[config.mk]
export PLATFORM = sky130hd
export DESIGN_NAME = fieldbus_port_settings
export DESIGN_NICKNAME = d
export VERILOG_FILES = /design/src/design/fieldbus_port_pkg.sv /design/src/design/fieldbus_port_settings.sv
export VERILOG_INCLUDE_DIRS = /design/src /design/src/design
export SDC_FILE = /design/constraint.sdc
export NUM_CORES = 1
export LEC_CHECK = 0
export BUFFER_PORTS_ARGS = -buffer_cell sky130_fd_sc_hd__buf_2
export CORE_MARGIN = 2
export CORE_UTILIZATION = 25
export DETAILED_ROUTE_END_ITERATION = 7
export HOLD_SLACK_MARGIN = 0.12
export SYNTH_ARGS = -nofsm -noshare
export SYNTH_HDL_FRONTEND = slang
export SYNTH_SLANG_ARGS = --single-unit
[constraint.sdc]
create_clock -name aclk -period 7.8 [get_ports aclk]
set_input_delay 1.56 -clock aclk [delete_from_list [all_inputs] [get_ports aclk]]
set_output_delay 1.56 -clock aclk [all_outputs]
set_load 0.1 [all_outputs]
[src/design/fieldbus_port_defines.svh]
// register offsets, field positions, reset values and timing figures of the port settings block
`ifndef FIELDBUS_PORT_DEFINES_SVH
`define FIELDBUS_PORT_DEFINES_SVH
`define REG_CTRL       8'h00
`define REG_ADDR       8'h04
`define REG_RATE       8'h08
`define REG_PARITY     8'h0C
`define REG_TIMEOUT    8'h10
`define REG_STATUS     8'h14
`define REG_DWORD_IN   8'h18
`define REG_DWORD_OUT  8'h1C
`define CTRL_KIND_LSB  0
`define CTRL_PERMIT    2
`define CTRL_ORDER     3
`define CTRL_RESTORE   4
`define SER_ADDR_MAX   8'hF7
`define SER_ADDR_DFLT  8'h01
`define PB_ADDR_MAX    8'h7D
`define PB_ADDR_DFLT   8'h7E
`define CA_ADDR_MAX    8'h7F
`define CA_ADDR_DFLT   8'h00
`define CB_ADDR_MAX    8'h3F
`define CB_ADDR_DFLT   8'h3F
`define SER_RATE_AUTO  16'h0005
`define PB_RATE_AUTO   16'hFFFF
`define CA_RATE_AUTO   16'h0008
`define CA_RATE_DFLT   16'h0009
`define CB_RATE_AUTO   16'h0003
`define CB_RATE_DFLT   16'h0000
`define TMO_MIN        16'h0001
`define TMO_MAX        16'h270F
`define TMO_DFLT       16'h00C8
`define ORDER_DFLT     1'b1
`define LOSS_UNIT_NS   1000000
`define CLK_PERIOD_NS  25
`endif

[src/design/fieldbus_port_pkg.sv]
// types shared by the port settings block
package fieldbus_port_pkg;
  typedef enum logic [1:0] {
    KIND_SERIAL  = 2'h0,
    KIND_PROCESS = 2'h1,
    KIND_CAN_A   = 2'h2,
    KIND_CAN_B   = 2'h3
  } kind_e;
  typedef enum logic [1:0] {
    PAR_EVEN = 2'h0,
    PAR_ODD  = 2'h1,
    PAR_NONE = 2'h2
  } parity_e;
  typedef enum logic {
    HUNT   = 1'h0,
    LOCKED = 1'h1
  } hunt_e;
endpackage

[src/design/fieldbus_port_settings.sv]
// network port settings: register file, validation, serial autodetect and comm-loss watch
//
// Functional notes
// - serial bus address 1..247 accepted; factory 1 means undefined
// - serial rate codes 1200..19200 baud or automatic; automatic is factory choice
// - serial automatic mode follows master, trying 19200 baud first
// - automatic mode also matches parity and stop bits, trying even first
// - in automatic mode stored parity is ignored, detected parity used
// - one stop bit with even or odd parity, two with none
// - timeout 1..9999 units; no master traffic within it declares comm loss
// - word order 0 puts low word first, 1 high word first; factory 1
// - process bus station address 1..125; factory value 126
// - process bus address 0 rejected; restore defaults sets 126
// - process bus rate only 0xFFFF, automatic adaptation; also factory value
// - permit cleared blocks network config writes, local writes still accepted
// - first CAN bus address 1..127; restore defaults sets invalid 0
// - first CAN rate codes 0..7 fixed speeds, 8 automatic, 9 means 250k
// - second CAN bus node id 0..63; factory 63
// - second CAN rate codes 0=125k factory, 1=250k, 2=500k, 3=automatic
// - no bus traffic joined while the node address is invalid
//
// The implementer's own choices: the register offsets and the AXI4-Lite register port.
`timescale 1ns/100ps
`default_nettype none
`include "fieldbus_port_defines.svh"
module fieldbus_port_settings #(
  parameter int unsigned TICK_CYCLES = `LOSS_UNIT_NS / `CLK_PERIOD_NS
) (
  input  wire logic        aclk,          // 40 MHz clock
  input  wire logic        aresetn,       // synchronous reset, active low
  input  wire logic [7:0]  s_awaddr,      // write address
  input  wire logic        s_awvalid,     // write address valid
  output logic             s_awready,     // write address ready
  input  wire logic [31:0] s_wdata,       // write data
  input  wire logic [3:0]  s_wstrb,       // write byte strobes
  input  wire logic        s_wvalid,      // write data valid
  output logic             s_wready,      // write data ready
  output logic [1:0]       s_bresp,       // write response
  output logic             s_bvalid,      // write response valid
  input  wire logic        s_bready,      // write response ready
  input  wire logic [7:0]  s_araddr,      // read address
  input  wire logic        s_arvalid,     // read address valid
  output logic             s_arready,     // read address ready
  output logic [31:0]      s_rdata,       // read data
  output logic [1:0]       s_rresp,       // read response
  output logic             s_rvalid,      // read data valid
  input  wire logic        s_rready,      // read data ready
  input  wire logic        net_wr,        // config write arriving from the network, pulse
  input  wire logic [7:0]  net_wr_addr,   // its register offset
  input  wire logic [15:0] net_wr_data,   // its value
  input  wire logic        rx_frame_ok,   // receiver saw a good master frame, pulse
  input  wire logic        rx_frame_err,  // receiver saw a framing or parity error, pulse
  output logic [15:0]      link_speed,    // serial baud/100 (rate being tried in serial automatic), CAN kbaud, FFFF for process bus and CAN automatic
  output logic             link_auto,     // phy must adapt its rate to the master
  output logic [1:0]       link_parity,   // parity in use
  output logic             link_stop_two, // two stop bits
  output logic             link_join,     // node may take part in bus traffic
  output logic             comm_loss      // master silent beyond the timeout
);
  localparam logic [1:0] RESP_OK  = 2'h0;
  localparam logic [1:0] RESP_ERR = 2'h2;
  localparam logic [1:0] RESP_DEC = 2'h3;
  localparam logic [23:0] TICK_LAST = 24'(TICK_CYCLES - 1);

  ////////////////////////////////////////////////////////////////////////////
  function automatic logic addr_ok(input logic [1:0] k, input logic [7:0] a);
    unique case (fieldbus_port_pkg::kind_e'(k))
      fieldbus_port_pkg::KIND_SERIAL:  addr_ok = a > `SER_ADDR_DFLT && a <= `SER_ADDR_MAX;
      fieldbus_port_pkg::KIND_PROCESS: addr_ok = a != 8'h00 && a <= `PB_ADDR_MAX;
      fieldbus_port_pkg::KIND_CAN_A:   addr_ok = a != 8'h00 && a <= `CA_ADDR_MAX;
      fieldbus_port_pkg::KIND_CAN_B:   addr_ok = a <= `CB_ADDR_MAX;
    endcase
  endfunction

  // the serial factory address 1 is storable although it never lets the node join
  function automatic logic addr_storable(input logic [1:0] k, input logic [7:0] a);
    addr_storable = addr_ok(k, a) || (k == 2'h0 && a == `SER_ADDR_DFLT);
  endfunction

  function automatic logic rate_ok(input logic [1:0] k, input logic [15:0] r);
    unique case (fieldbus_port_pkg::kind_e'(k))
      fieldbus_port_pkg::KIND_SERIAL:  rate_ok = r <= `SER_RATE_AUTO;
      fieldbus_port_pkg::KIND_PROCESS: rate_ok = r == `PB_RATE_AUTO;
      fieldbus_port_pkg::KIND_CAN_A:   rate_ok = r <= `CA_RATE_DFLT;
      fieldbus_port_pkg::KIND_CAN_B:   rate_ok = r <= `CB_RATE_AUTO;
    endcase
  endfunction

  function automatic logic [15:0] serial_speed(input logic [2:0] c);
    unique case (c)
      3'h0:    serial_speed = 16'h000C;
      3'h1:    serial_speed = 16'h0018;
      3'h2:    serial_speed = 16'h0030;
      3'h3:    serial_speed = 16'h0060;
      default: serial_speed = 16'h00C0;
    endcase
  endfunction

  function automatic logic [15:0] can_a_speed(input logic [3:0] c);
    unique case (c)
      4'h0:    can_a_speed = 16'h000A;
      4'h1:    can_a_speed = 16'h0014;
      4'h2:    can_a_speed = 16'h0032;
      4'h3:    can_a_speed = 16'h007D;
      4'h5:    can_a_speed = 16'h01F4;
      4'h6:    can_a_speed = 16'h0320;
      4'h7:    can_a_speed = 16'h03E8;
      4'h8:    can_a_speed = 16'hFFFF;
      default: can_a_speed = 16'h00FA;
    endcase
  endfunction

  ////////////////////////////////////////////////////////////////////////////
  logic [1:0]  kind_q, kind_d;
  logic        permit_q, permit_d, order_q, order_d;
  logic [7:0]  addr_q, addr_d;
  logic [15:0] rate_q, rate_d, tmo_q, tmo_d, unit_q, unit_d;
  logic [1:0]  par_q, par_d, cpar_q, cpar_d;
  logic [2:0]  crate_q, crate_d;
  logic [31:0] dword_q, dword_d, rdata_d;
  logic [23:0] tick_q, tick_d;
  fieldbus_port_pkg::hunt_e hunt_q, hunt_d;
  logic [7:0]  awaddr_q, awaddr_d;
  logic        awv_q, awv_d, wv_q, wv_d, bvalid_d, rvalid_d, loss_d;
  logic [31:0] wdata_q, wdata_d;
  logic [3:0]  wstrb_q, wstrb_d;
  logic [1:0]  bresp_d, rresp_d;
  logic        join_d, auto_d, stop_d;
  logic [15:0] speed_d;
  logic [1:0]  lpar_d;
  logic        ser_auto, wen, wfrom_net, wbad, hit, restart;
  logic [7:0]  wsel;
  logic [31:0] wval, wold;

  // register read value for a given offset; also used to merge partial strobes
  function automatic logic [31:0] rd(input logic [7:0] a);
    unique case (a)
      `REG_CTRL:      rd = {28'h0000000, order_q, permit_q, kind_q};
      `REG_ADDR:      rd = {24'h000000, addr_q};
      `REG_RATE:      rd = {16'h0000, rate_q};
      `REG_PARITY:    rd = {30'h00000000, par_q};
      `REG_TIMEOUT:   rd = {16'h0000, tmo_q};
      `REG_STATUS:    rd = {22'h000000, link_stop_two, link_parity, crate_q, hunt_q, comm_loss,
                            link_join, addr_ok(kind_q, addr_q)};
      `REG_DWORD_IN:  rd = dword_q;
      `REG_DWORD_OUT: rd = order_q ? {dword_q[15:0], dword_q[31:16]} : dword_q;
      default:        rd = 32'h00000000;
    endcase
  endfunction

  function automatic logic mapped(input logic [7:0] a);
    mapped = a[1:0] == 2'h0 && a <= `REG_DWORD_OUT;
  endfunction

  ////////////////////////////////////////////////////////////////////////////
  always_comb begin
    awaddr_d = awaddr_q;
    awv_d    = awv_q;
    wdata_d  = wdata_q;
    wstrb_d  = wstrb_q;
    wv_d     = wv_q;
    bvalid_d = s_bvalid && !s_bready;
    bresp_d  = s_bresp;
    rvalid_d = s_rvalid && !s_rready;
    rresp_d  = s_rresp;
    rdata_d  = s_rdata;
    if (s_awvalid && s_awready) begin
      awaddr_d = s_awaddr;
      awv_d    = 1'b1;
    end
    if (s_wvalid && s_wready) begin
      wdata_d = s_wdata;
      wstrb_d = s_wstrb;
      wv_d    = 1'b1;
    end
    // both halves of a local write present: apply it; a network write in the same cycle is dropped
    wen       = awv_q && wv_q && !s_bvalid;
    wfrom_net = 1'b0;
    wsel      = awaddr_q;
    wold      = rd(awaddr_q);
    for (int i = 0; i < 32; i++) begin
      wval[i] = wstrb_q[i / 8] ? wdata_q[i] : wold[i];
    end
    if (!wen && net_wr && permit_q) begin
      wen       = 1'b1;
      wfrom_net = 1'b1;
      wsel      = net_wr_addr;
      wval      = {16'h0000, net_wr_data};
    end
    kind_d   = kind_q;
    permit_d = permit_q;
    order_d  = order_q;
    addr_d   = addr_q;
    rate_d   = rate_q;
    par_d    = par_q;
    tmo_d    = tmo_q;
    dword_d  = dword_q;
    wbad     = !mapped(wsel);
    restart  = 1'b0;
    if (wen && !wbad) begin
      unique case (wsel)
        `REG_CTRL: begin
          kind_d   = wval[`CTRL_KIND_LSB +: 2];
          permit_d = wfrom_net ? permit_q : wval[`CTRL_PERMIT]; // network cannot lift its own block
          order_d  = wval[`CTRL_ORDER];
          if (wval[`CTRL_RESTORE] || kind_d != kind_q) begin
            restart = 1'b1;
            unique case (fieldbus_port_pkg::kind_e'(kind_d))
              fieldbus_port_pkg::KIND_SERIAL: begin
                addr_d = `SER_ADDR_DFLT;
                rate_d = `SER_RATE_AUTO;
              end
              fieldbus_port_pkg::KIND_PROCESS: begin
                addr_d = `PB_ADDR_DFLT;
                rate_d = `PB_RATE_AUTO;
              end
              fieldbus_port_pkg::KIND_CAN_A: begin
                addr_d = `CA_ADDR_DFLT;
                rate_d = `CA_RATE_DFLT;
              end
              fieldbus_port_pkg::KIND_CAN_B: begin
                addr_d = `CB_ADDR_DFLT;
                rate_d = `CB_RATE_DFLT;
              end
            endcase
          end
        end
        `REG_ADDR: begin
          wbad = !addr_storable(kind_q, wval[7:0]) || wval[31:8] != 24'h000000;
          if (!wbad) begin
            addr_d = wval[7:0];
          end
        end
        `REG_RATE: begin
          wbad = !rate_ok(kind_q, wval[15:0]) || wval[31:16] != 16'h0000;
          if (!wbad) begin
            rate_d  = wval[15:0];
            restart = 1'b1;
          end
        end
        `REG_PARITY: begin
          wbad = wval[31:0] > 32'h00000002;
          if (!wbad) begin
            par_d = wval[1:0];
          end
        end
        `REG_TIMEOUT: begin
          wbad = wval < {16'h0000, `TMO_MIN} || wval > {16'h0000, `TMO_MAX};
          if (!wbad) begin
            tmo_d = wval[15:0];
          end
        end
        `REG_DWORD_IN: dword_d = wval;
        default: wbad = 1'b1;
      endcase
    end
    if (wen && !wfrom_net) begin
      awv_d    = 1'b0;
      wv_d     = 1'b0;
      bvalid_d = 1'b1;
      bresp_d  = !mapped(awaddr_q) ? RESP_DEC : (wbad ? RESP_ERR : RESP_OK);
    end
    if (s_arvalid && s_arready) begin
      hit      = mapped(s_araddr);
      rvalid_d = 1'b1;
      rresp_d  = hit ? RESP_OK : RESP_DEC;
      rdata_d  = rd(s_araddr);
    end else begin
      hit = 1'b0;
    end
  end

  ////////////////////////////////////////////////////////////////////////////
  // serial autodetect walks 19200 down to 1200, trying even, odd, none at each rate
  always_comb begin
    ser_auto = kind_q == 2'h0 && rate_q == `SER_RATE_AUTO;
    hunt_d   = hunt_q;
    crate_d  = crate_q;
    cpar_d   = cpar_q;
    if (!ser_auto || restart || comm_loss) begin
      hunt_d  = fieldbus_port_pkg::HUNT;
      crate_d = 3'h4;
      cpar_d  = fieldbus_port_pkg::PAR_EVEN;
    end else if (hunt_q == fieldbus_port_pkg::HUNT) begin
      if (rx_frame_ok) begin
        hunt_d = fieldbus_port_pkg::LOCKED;
      end else if (rx_frame_err) begin
        if (cpar_q == fieldbus_port_pkg::PAR_NONE) begin
          cpar_d  = fieldbus_port_pkg::PAR_EVEN;
          crate_d = crate_q == 3'h0 ? 3'h4 : 3'(crate_q - 3'h1);
        end else begin
          cpar_d = 2'(cpar_q + 2'h1);
        end
      end
    end
    // comm-loss watch runs only while the node is on the bus
    tick_d = tick_q;
    unit_d = unit_q;
    loss_d = comm_loss;
    if (!link_join || rx_frame_ok) begin
      tick_d = 24'h000000;
      unit_d = 16'h0000;
      loss_d = 1'b0;
    end else if (tick_q == TICK_LAST) begin
      tick_d = 24'h000000;
      // a timeout lowered below the running count must still end the wait
      if (unit_q >= 16'(tmo_q - 16'h0001)) begin
        loss_d = 1'b1;
      end else begin
        unit_d = 16'(unit_q + 16'h0001);
      end
    end else begin
      tick_d = 24'(tick_q + 24'h000001);
    end
    join_d = addr_ok(kind_q, addr_q);
    auto_d = ser_auto || kind_q == 2'h1 || (kind_q == 2'h2 && rate_q == `CA_RATE_AUTO)
             || (kind_q == 2'h3 && rate_q == `CB_RATE_AUTO);
    lpar_d = ser_auto ? cpar_q : par_q;
    stop_d = lpar_d == fieldbus_port_pkg::PAR_NONE;
    unique case (fieldbus_port_pkg::kind_e'(kind_q))
      fieldbus_port_pkg::KIND_SERIAL:  speed_d = serial_speed(ser_auto ? crate_q : rate_q[2:0]);
      fieldbus_port_pkg::KIND_PROCESS: speed_d = 16'hFFFF;
      fieldbus_port_pkg::KIND_CAN_A:   speed_d = can_a_speed(rate_q[3:0]);
      fieldbus_port_pkg::KIND_CAN_B:   speed_d = rate_q == 16'h0001 ? 16'h00FA
                                         : rate_q == 16'h0002 ? 16'h01F4
                                         : rate_q == `CB_RATE_AUTO ? 16'hFFFF : 16'h007D;
    endcase
  end

  ////////////////////////////////////////////////////////////////////////////
  always_ff @(posedge aclk) begin
    if (!aresetn) begin
      kind_q <= 2'h0;
      permit_q <= 1'b1;
      order_q <= `ORDER_DFLT;
      addr_q <= `SER_ADDR_DFLT;
      rate_q <= `SER_RATE_AUTO;
      par_q <= 2'h0;
      tmo_q <= `TMO_DFLT;
      dword_q <= 32'h00000000;
      hunt_q <= fieldbus_port_pkg::HUNT;
      crate_q <= 3'h4;
      cpar_q <= 2'h0;
      tick_q <= 24'h000000;
      unit_q <= 16'h0000;
      awaddr_q <= 8'h00;
      awv_q <= 1'b0;
      wdata_q <= 32'h00000000;
      wstrb_q <= 4'h0;
      wv_q <= 1'b0;
      s_bvalid <= 1'b0;
      s_bresp <= 2'h0;
      s_rvalid <= 1'b0;
      s_rresp <= 2'h0;
      s_rdata <= 32'h00000000;
      s_awready <= 1'b0;
      s_wready <= 1'b0;
      s_arready <= 1'b0;
      comm_loss <= 1'b0;
      link_join <= 1'b0;
      link_auto <= 1'b0;
      link_parity <= 2'h0;
      link_stop_two <= 1'b0;
      link_speed <= 16'h0000;
    end else begin
      kind_q <= kind_d;
      permit_q <= permit_d;
      order_q <= order_d;
      addr_q <= addr_d;
      rate_q <= rate_d;
      par_q <= par_d;
      tmo_q <= tmo_d;
      dword_q <= dword_d;
      hunt_q <= hunt_d;
      crate_q <= crate_d;
      cpar_q <= cpar_d;
      tick_q <= tick_d;
      unit_q <= unit_d;
      awaddr_q <= awaddr_d;
      awv_q <= awv_d;
      wdata_q <= wdata_d;
      wstrb_q <= wstrb_d;
      wv_q <= wv_d;
      s_bvalid <= bvalid_d;
      s_bresp <= bresp_d;
      s_rvalid <= rvalid_d;
      s_rresp <= rresp_d;
      s_rdata <= rdata_d;
      s_awready <= !awv_d && !bvalid_d;
      s_wready <= !wv_d && !bvalid_d;
      s_arready <= !rvalid_d;
      comm_loss <= loss_d;
      link_join <= join_d;
      link_auto <= auto_d;
      link_parity <= lpar_d;
      link_stop_two <= stop_d;
      link_speed <= speed_d;
    end
  end
endmodule
`default_nettype wire

==> metrics.cfg, run 1 <==
[run_status]
status=complete, no violations

[clock_network]
cts_made_buffers=29
hold_buffers=0
tritoncts=yes
cts_setup_buffers=0
worstSkewPairLatency_ps=580
clk_pin_slew_ps=60
post_cts_resized=0
clkSinkCount=238
cts.path.max_buffers=3
cts-root-buf=clkbuf_16
htreeDepth=1

[die]
die_x_um=232.7
rows=83
start_util_pct=25.37
die_h_um=232.7
die_area_um2=54130
io_pins=149
core_area_um2=51510

[power]
internal-power_mw=2.171
swShare_pct=27.05
ir_worst_vdd_v=0.0001500
combPwrFrac_pct=10.2
p_per_area_nw_per_um2=193.8
p_sw_mw=0.8049
p_leak_nw=5.728
pwr-share-seq_pct=42.2
clkPwrFrac_pct=47.6

[synthesis]
synth-main-ff-cell=dfxtp_1
synth-simple-area-share_pct=25.48
synth_seq_cells=238
synth_adder_area_share_pct=3.255
synth_xor_area_share_pct=2.412
syn_inst=1647
synth.avg_cell_area_um2=7.936
yosysWarnings=0
netlist_area_um2=13070
ys_seq_area_share_pct=36.45
synth_edf_count=0
async_reset_ff_share_pct=0
syn-num-nets=1767
synth-compound-area-share_pct=22.36
synth_top_family_by_area=simple AND/OR/NAND/NOR gates
synth_mux_area_share_pct=5.323
ys_types=91

[timing]
drv_slew=0
rsz0062_at_grt=false
period_needed_ps=6191
max_freq_mhz=161.5
fin_setup_tns_ps=0
holdWs_ps=453.8
finalSetupViolations=0
finalHoldViolCount=0
fin_skew_ps=39.23
timing.final.crit_share_pct=79.37
worst_slew_pin_slew_ps=1168
relSlewSlack_pct=21.97

[place]
numPortBuffers=148
place_hpwl_um=36980
routabilityCongestion=0.9650

[grt]
grt_use_total_pct=17.77
grt_max_degree=72
grt_pass1_wl_um=74700
grt_overflow=0
grt_pass1_vias=11999
antenna_found_initial=2

[worst_setup_path]
critPathKind=reg2reg
critPathMaxFanout=24
crit_path_end_kind=flop
cp-start-kind=flop
arrival_ps=6690
required_ps=8300

[route]
ant_nets=0
drt-total-wl_um=49670
viasPerCell=5.365
drc=0
vias=13107
dr.first_iter.drc_count=1460
dr.pass1.iters=6
wl_per_cell_um=20.33

[min_path]
hold_class=reg2reg

[run]
drv_cap=0

[final_layout]
fillers=5558
nNetsFinal=1859
drive_above_1_share_pct=14.99
synthToLayoutAreaGrowth_pct=17.46

-- through the flow --
step	power (mW)	cell area, um2	worst slack (ps)	instances	utilization, %
4_1_cts	2.999	15350	1664	2441	29.79
3_3_place_gp	1.578	14350	1333	2388	27.86
3_5_place_dp	1.580	14350	1155	2388	27.86
6_report	2.976	15350	1609	2443	29.80
2_1_floorplan	1.478	13070	1788	1647	-
5_1_grt	3.082	15350	1186	2443	29.80
-- path summary, 6_finish.rpt --
kind                   start          to  slack [ps]  cells after the start
setup / recovery   kind_q[0]        flop        1610                     21
hold / removal    s_rdata[6]  s_rdata[6]         450                      2
setup reg to reg   kind_q[0]        flop        1610                     21
hold reg to reg   s_rdata[6]  s_rdata[6]         450                      2
-- flip-flops by register name, summed over array words and instances (netlist names), 11 cells and up, named ones only --
| register | flops |
|---|---|
| wdata_q | 32 |
| unit_q | 16 |
| rate_q | 16 |
| link_speed | 11 |
| s_rdata | 32 |
| tmo_q | 16 |
| tick_q | 24 |
| dword_q | 32 |
-- kinds of logic after synthesis --
logic type / Yosys count
and+or+nand+nor: 701
AOI/OAI and AO/OA: 430
DFF: 238
buffers and inverters: 141
muxes: 67
xor gates and xnor gates: 36
adders and majority gates: 34
-- layout by cell type, fill, tap and decap left out, types with 9 or more instances in the layout --
| master | synthesis | final |
|---|---|---|
| o211ai_1 | 12 | 12 |
| nand2b_1 | 12 | 12 |
| nand3_1 | 43 | 43 |
| xor2_1 | 17 | 17 |
| a31oi_1 | 15 | 15 |
| a21oi_1 | 160 | 160 |
| nand4_1 | 21 | 21 |
| a32oi_1 | 12 | 12 |
| or3_1 | 19 | 19 |
| clkbuf_16 | 0 | 29 |
| a22o_1 | 12 | 12 |
| ha_1 | 34 | 34 |
| or4_1 | 18 | 18 |
| nor3_1 | 54 | 53 |
| mux2i_1 | 56 | 56 |
| dfxtp_1 | 238 | 238 |
| xnor2_1 | 19 | 19 |
| nor2_1 | 195 | 195 |
| nor4_1 | 17 | 17 |
| and2_1 | 19 | 19 |
| and3_1 | 19 | 19 |
| a21o_1 | 13 | 13 |
| buf_4 | 12 | 24 |
| inv_1 | 30 | 29 |
| nand2_1 | 227 | 227 |
| o21a_1 | 15 | 15 |
| mux2_2 | 10 | 10 |
| nor2b_1 | 9 | 9 |
| a211oi_1 | 24 | 23 |
| o21ai_0 | 37 | 37 |
| o22ai_1 | 11 | 11 |
| a22oi_1 | 30 | 30 |
| buf_2 | 15 | 148 |
| a221oi_1 | 18 | 18 |
-- per-layer routing --
metal  GRT usage (%)  vias up  share of wire (%)
met4           4.936        0                2.6
met2           26.57      623                 43
met5               0        -                  0
li1                -     6176                  -
met3           2.672       75                8.3
met1           26.21     6233                 46
-- synth_stat cells (17+ instances only) --
cell type	n	area, um2
a221oi_1	18	157.7
nand3_1	43	215.2
ha_1	34	425.4
nor2_1	195	732.0
and3_1	19	118.9
nand2_1	227	852.1
o21ai_0	37	185.2
xnor2_1	19	166.4
or3_1	19	118.9
clkbuf_1	75	281.5
dfxtp_1	238	4765
or4_1	18	135.1
and2_1	19	118.9
a21oi_1	160	800.8
xor2_1	17	148.9
inv_1	30	112.6
a211oi_1	24	180.2
nand4_1	21	131.4
a22oi_1	30	225.2
mux2i_1	56	560.5
nor3_1	54	270.3
nor4_1	17	106.4
-- critical path, cell delays in order (launching register included) --
cell and delay (ps):
dfxtp_1 490, ha_1 530, nor3b_1 320, nor4_1 70, a21o_1 170, o32a_1 410, a31oi_1 590, ha_1 330
nand2_1 110, a221oi_1 250, nand3_1 90, or4_1 450, o211a_1 280, a2111oi_4 380, buf_4 370, mux2i_1 280
nand2_1 130, inv_1 120, ha_1 220, nand2_1 70, o31a_1 300, a31oi_1 140
-- power groups by stage --
stage | clock (mW) | sequential (mW) | combinational (mW)
after floorplan | 0 | 1.30 | 0.178
after global placement | 0 | 1.28 | 0.296
after detailed placement | 0 | 1.28 | 0.297
after CTS | 1.44 | 1.26 | 0.299
after global routing | 1.50 | 1.26 | 0.325
final | 1.42 | 1.26 | 0.304
-- cell type report --
cell class              count  area, um2  share of cell area, %
clock inverters            18      217.7                  1.418
inverters                  30      115.1                 0.7498
multi-input cells        1268       7700                  50.15
clock buffers              35      778.2                  5.069
flip-flops and latches    238       4765                  31.04
repair buffers            172      920.9                  5.998
well taps                 680      850.8                  5.542
diodes                      2      5.005                0.03260
No activity file was read; power rests on OpenSTA's default activity.
==> inputs of run 2 (changes only) <==
--- a/config.mk
+++ b/config.mk
@@ -6,6 +6,7 @@
 export SDC_FILE = /design/constraint.sdc
 export NUM_CORES = 1
 export LEC_CHECK = 0
+export ABC_AREA = 1
 export BUFFER_PORTS_ARGS = -buffer_cell sky130_fd_sc_hd__buf_2
 export CORE_MARGIN = 2
 export CORE_UTILIZATION = 25
==> constraint.sdc (replaced) <==
create_clock -name aclk -period 6.5 [get_ports aclk]
set_input_delay 1.3 -clock aclk [delete_from_list [all_inputs] [get_ports aclk]]
set_output_delay 1.3 -clock aclk [all_outputs]
set_load 0.1 [all_outputs]
==> metrics.cfg, run 2 <==
[run_status]
status=complete, no violations  ; unchanged

[final_layout]
synthToLayoutAreaGrowth_pct=16.26  ; was 17.46%
drive_above_1_share_pct=15.00  ; was 14.99%
top_regs=dword_q: 32 flops, s_rdata: 32 flops, wdata_q: 32 flops  ; unchanged
layout_common_cells=nand2_1, dfxtp_1, nor2_1  ; was dfxtp_1, nand2_1, nor2_1
final_area_um2=15290  ; was 15350 um2
layout_commonest_cell=nand2_1  ; was dfxtp_1
post-route-util_pct=29.26  ; was 29.80%
nNetsFinal=2140  ; was 1859

[synthesis]
synth_top_area_cell=dfxtp_1  ; unchanged
syn_inst=1924  ; was 1647
yosysMostFrequentCell=nand2_1  ; was dfxtp_1
synth_top_area_share_pct=36.24  ; was 36.45%
yosysWarnings=0  ; unchanged
synth-main-ff-cell=dfxtp_1  ; unchanged
synth_seq_cells=238  ; unchanged
synth.avg_cell_area_um2=6.833  ; was 7.936 um2
syn-num-nets=2044  ; was 1767
async_reset_ff_share_pct=0  ; unchanged
ys_seq_area_share_pct=36.24  ; was 36.45%
synth_edf_count=0  ; unchanged
synthTopCellsByArea=dfxtp_1, nand2_1, a21oi_1, o21ai_0, nor2_1  ; was dfxtp_1, nand2_1, a21oi_1, nor2_1, mux2i_1
ys_types=56  ; was 91
netlist_area_um2=13150  ; was 13070 um2
synthTopCellsByCount=nand2_1, dfxtp_1, nor2_1  ; was dfxtp_1, nand2_1, nor2_1

[worst_setup_path]
critPathKind=reg2reg  ; unchanged
crit_path_end_kind=flop  ; unchanged
path_common_cell=nand2_1
slowest_stage=ha_1  ; was a31oi_1
cp-start-kind=flop  ; unchanged
required_ps=6930  ; was 8300 ps
critPathBufInv=3  ; was 2
crit_family=simple AND/OR/NAND/NOR gates  ; was compound AO/OA/AOI/OAI gates
slowest_delay_ps=690  ; was 590 ps
critPathMaxFanout=15  ; was 24
arrival_ps=5410  ; was 6690 ps

[die]
core_area_um2=52240  ; was 51510 um2
die_area_um2=54440  ; was 54130 um2
die_x_um=233.3  ; was 232.7 um
start_util_pct=25.17  ; was 25.37%
die_h_um=233.3  ; was 232.7 um
io_pins=149  ; unchanged
rows=84  ; was 83

[place]
routabilityCongestion=0.9639  ; was 0.9650
numPortBuffers=148  ; unchanged
placed_cell_area_um2=14330  ; was 14350 um2
place_hpwl_um=36150  ; was 36980 um

[route]
dr.first_iter.drc_count=1301  ; was 1460
drc=0  ; unchanged
dr.pass1.iters=7  ; was 6
ant_nets=0  ; unchanged
viasPerCell=4.964  ; was 5.365
drt-total-wl_um=47050  ; was 49670 um
vias=13556  ; was 13107
wl_per_cell_um=17.23  ; was 20.33 um

[power]
finalPower_mw=3.600  ; was 2.976 mW
ir_worst_vdd_v=0.0001688  ; was 0.0001500 V
p_per_area_nw_per_um2=235.5  ; was 193.8 nW/um2
swShare_pct=27.77  ; was 27.05%
p_leak_nw=6.167  ; was 5.728 nW
pwr-share-seq_pct=42.4  ; was 42.2%
p_sw_mw=0.9998  ; was 0.8049 mW
combPwrFrac_pct=12.0  ; was 10.2%
clkPwrFrac_pct=45.7  ; was 47.6%
internal-power_mw=2.600  ; was 2.171 mW

[grt]
use_met3_pct=3.394  ; was 2.672%
grt_use_total_pct=16.68  ; was 17.77%
grtUsageMet2_pct=24.48  ; was 26.57%
grtUsageMet1_pct=24.24  ; was 26.21%
grt_overflow=0  ; unchanged
grt_pass1_wl_um=70900  ; was 74700 um
antenna_found_initial=2  ; unchanged
grt_pass1_vias=12303  ; was 11999
grt_max_degree=104  ; was 72
grt_most_used_layer=met2  ; unchanged

[clock_network]
post_cts_resized=0  ; unchanged
clkSinkCount=238  ; unchanged
htreeDepth=1  ; unchanged
cts_made_buffers=27  ; was 29
tritoncts=yes  ; unchanged
worstSkewPairLatency_ps=560  ; was 580 ps
cts.path.max_buffers=3  ; unchanged
clk_pin_slew_ps=60  ; about the same
cts-root-buf=clkbuf_16  ; unchanged
cts_setup_buffers=0  ; unchanged
hold_buffers=0  ; unchanged

[run]
drv_cap=0  ; unchanged

[timing]
max_freq_mhz=201.0  ; was 161.5 MHz
period_needed_ps=4976  ; was 6191 ps
relSlewSlack_pct=32.76  ; was 21.97%
rsz0062_at_grt=false  ; unchanged
fin_skew_ps=18.22  ; was 39.23 ps
holdWs_ps=425.5  ; was 453.8 ps
worst_slew_pin_slew_ps=1009  ; was 1168 ps
fin_setup_tns_ps=0  ; unchanged
timing.final.crit_share_pct=76.55  ; was 79.37%
drv_slew=0  ; unchanged
finalHoldViolCount=0  ; unchanged
finalSetupViolations=0  ; unchanged

[min_path]
hold_class=reg2reg  ; unchanged

[run 2: cell types whose count changed after synthesis, moves of 30 or more]
cell     change
a22oi_1     -30
inv_1      +148
mux2i_1     -56
nand2_1    +159
nand3_1     +58
o21ai_0    +140
o21ai_1     +31
o22ai_1     +36
[run 2: cell type report]
class / instances / area (um2)
Fill cell: 5746 / 36950
Tap cell: 688 / 860.8
Sequential cell: 238 / 4765
Timing Repair Buffer: 157 / 810.8
Antenna cell: 3 / 7.507
Multi-Input combinational cell: 1392 / 7121
Inverter: 204 / 770.7
Clock buffer: 38 / 787.0
Clock inverter: 11 / 163.9
[run 2: logic make-up (layout without fill, tap and decap cells)]
logic type | Yosys count | after routing | share of synthesized area, %
compound gates | 502 | 502 | 21.38
xor+xnor | 12 | 12 | 0.7994
flops | 238 | 238 | 36.24
fa+ha+maj | 34 | 34 | 3.236
other cells | 0 | 3 | 0
simple gates | 844 | 844 | 28.74
buf+inv | 294 | 410 | 9.602
[run 2: metrics by stage]
stage | setup slack, ps | std cells
3_3_place_gp | 1317 | 2679
5_1_grt | 1093 | 2728
6_report | 1524 | 2731
3_5_place_dp | 1159 | 2679
4_1_cts | 1658 | 2728
2_1_floorplan | 2164 | 1924
[run 2: power groups by stage]
stage	Combinational [mW]	Sequential, mW	Clock [mW]
floorplan	0.258	1.59	0
global placement	0.421	1.56	0
detailed placement	0.423	1.56	0
CTS	0.425	1.52	1.67
global route	0.467	1.53	1.73
finish	0.430	1.52	1.64
[run 2: worst register-to-register path: cells and delay by family, from the launching register on]
family                     cells  cell delay, ps
and+or+nand+nor               18            2350
adders and majority gates      3            1280
buffers and inverters          3             490
DFF                            1             370
AOI/OAI and AO/OA              2             360
[run 2: metal layers]
metal / up-vias / part of all wire (%) / routed length (um)
met2: 606 / 41 / 19420
met1: 6239 / 46 / 21660
met3: 79 / 9.6 / 4518
li1: 6630 / - / -
met4: 2 / 3.1 / 1440
met5: - / 0.019 / 9
[run 2: worst paths after layout]
kind | endpoint | startpoint | slack (ps) | cells past startpoint
min | s_awready | awv_q | 430 | 1
max | flop | kind_q[0] | 1520 | 26
min reg2reg | s_awready | awv_q | 430 | 1
max reg2reg | flop | kind_q[0] | 1520 | 26
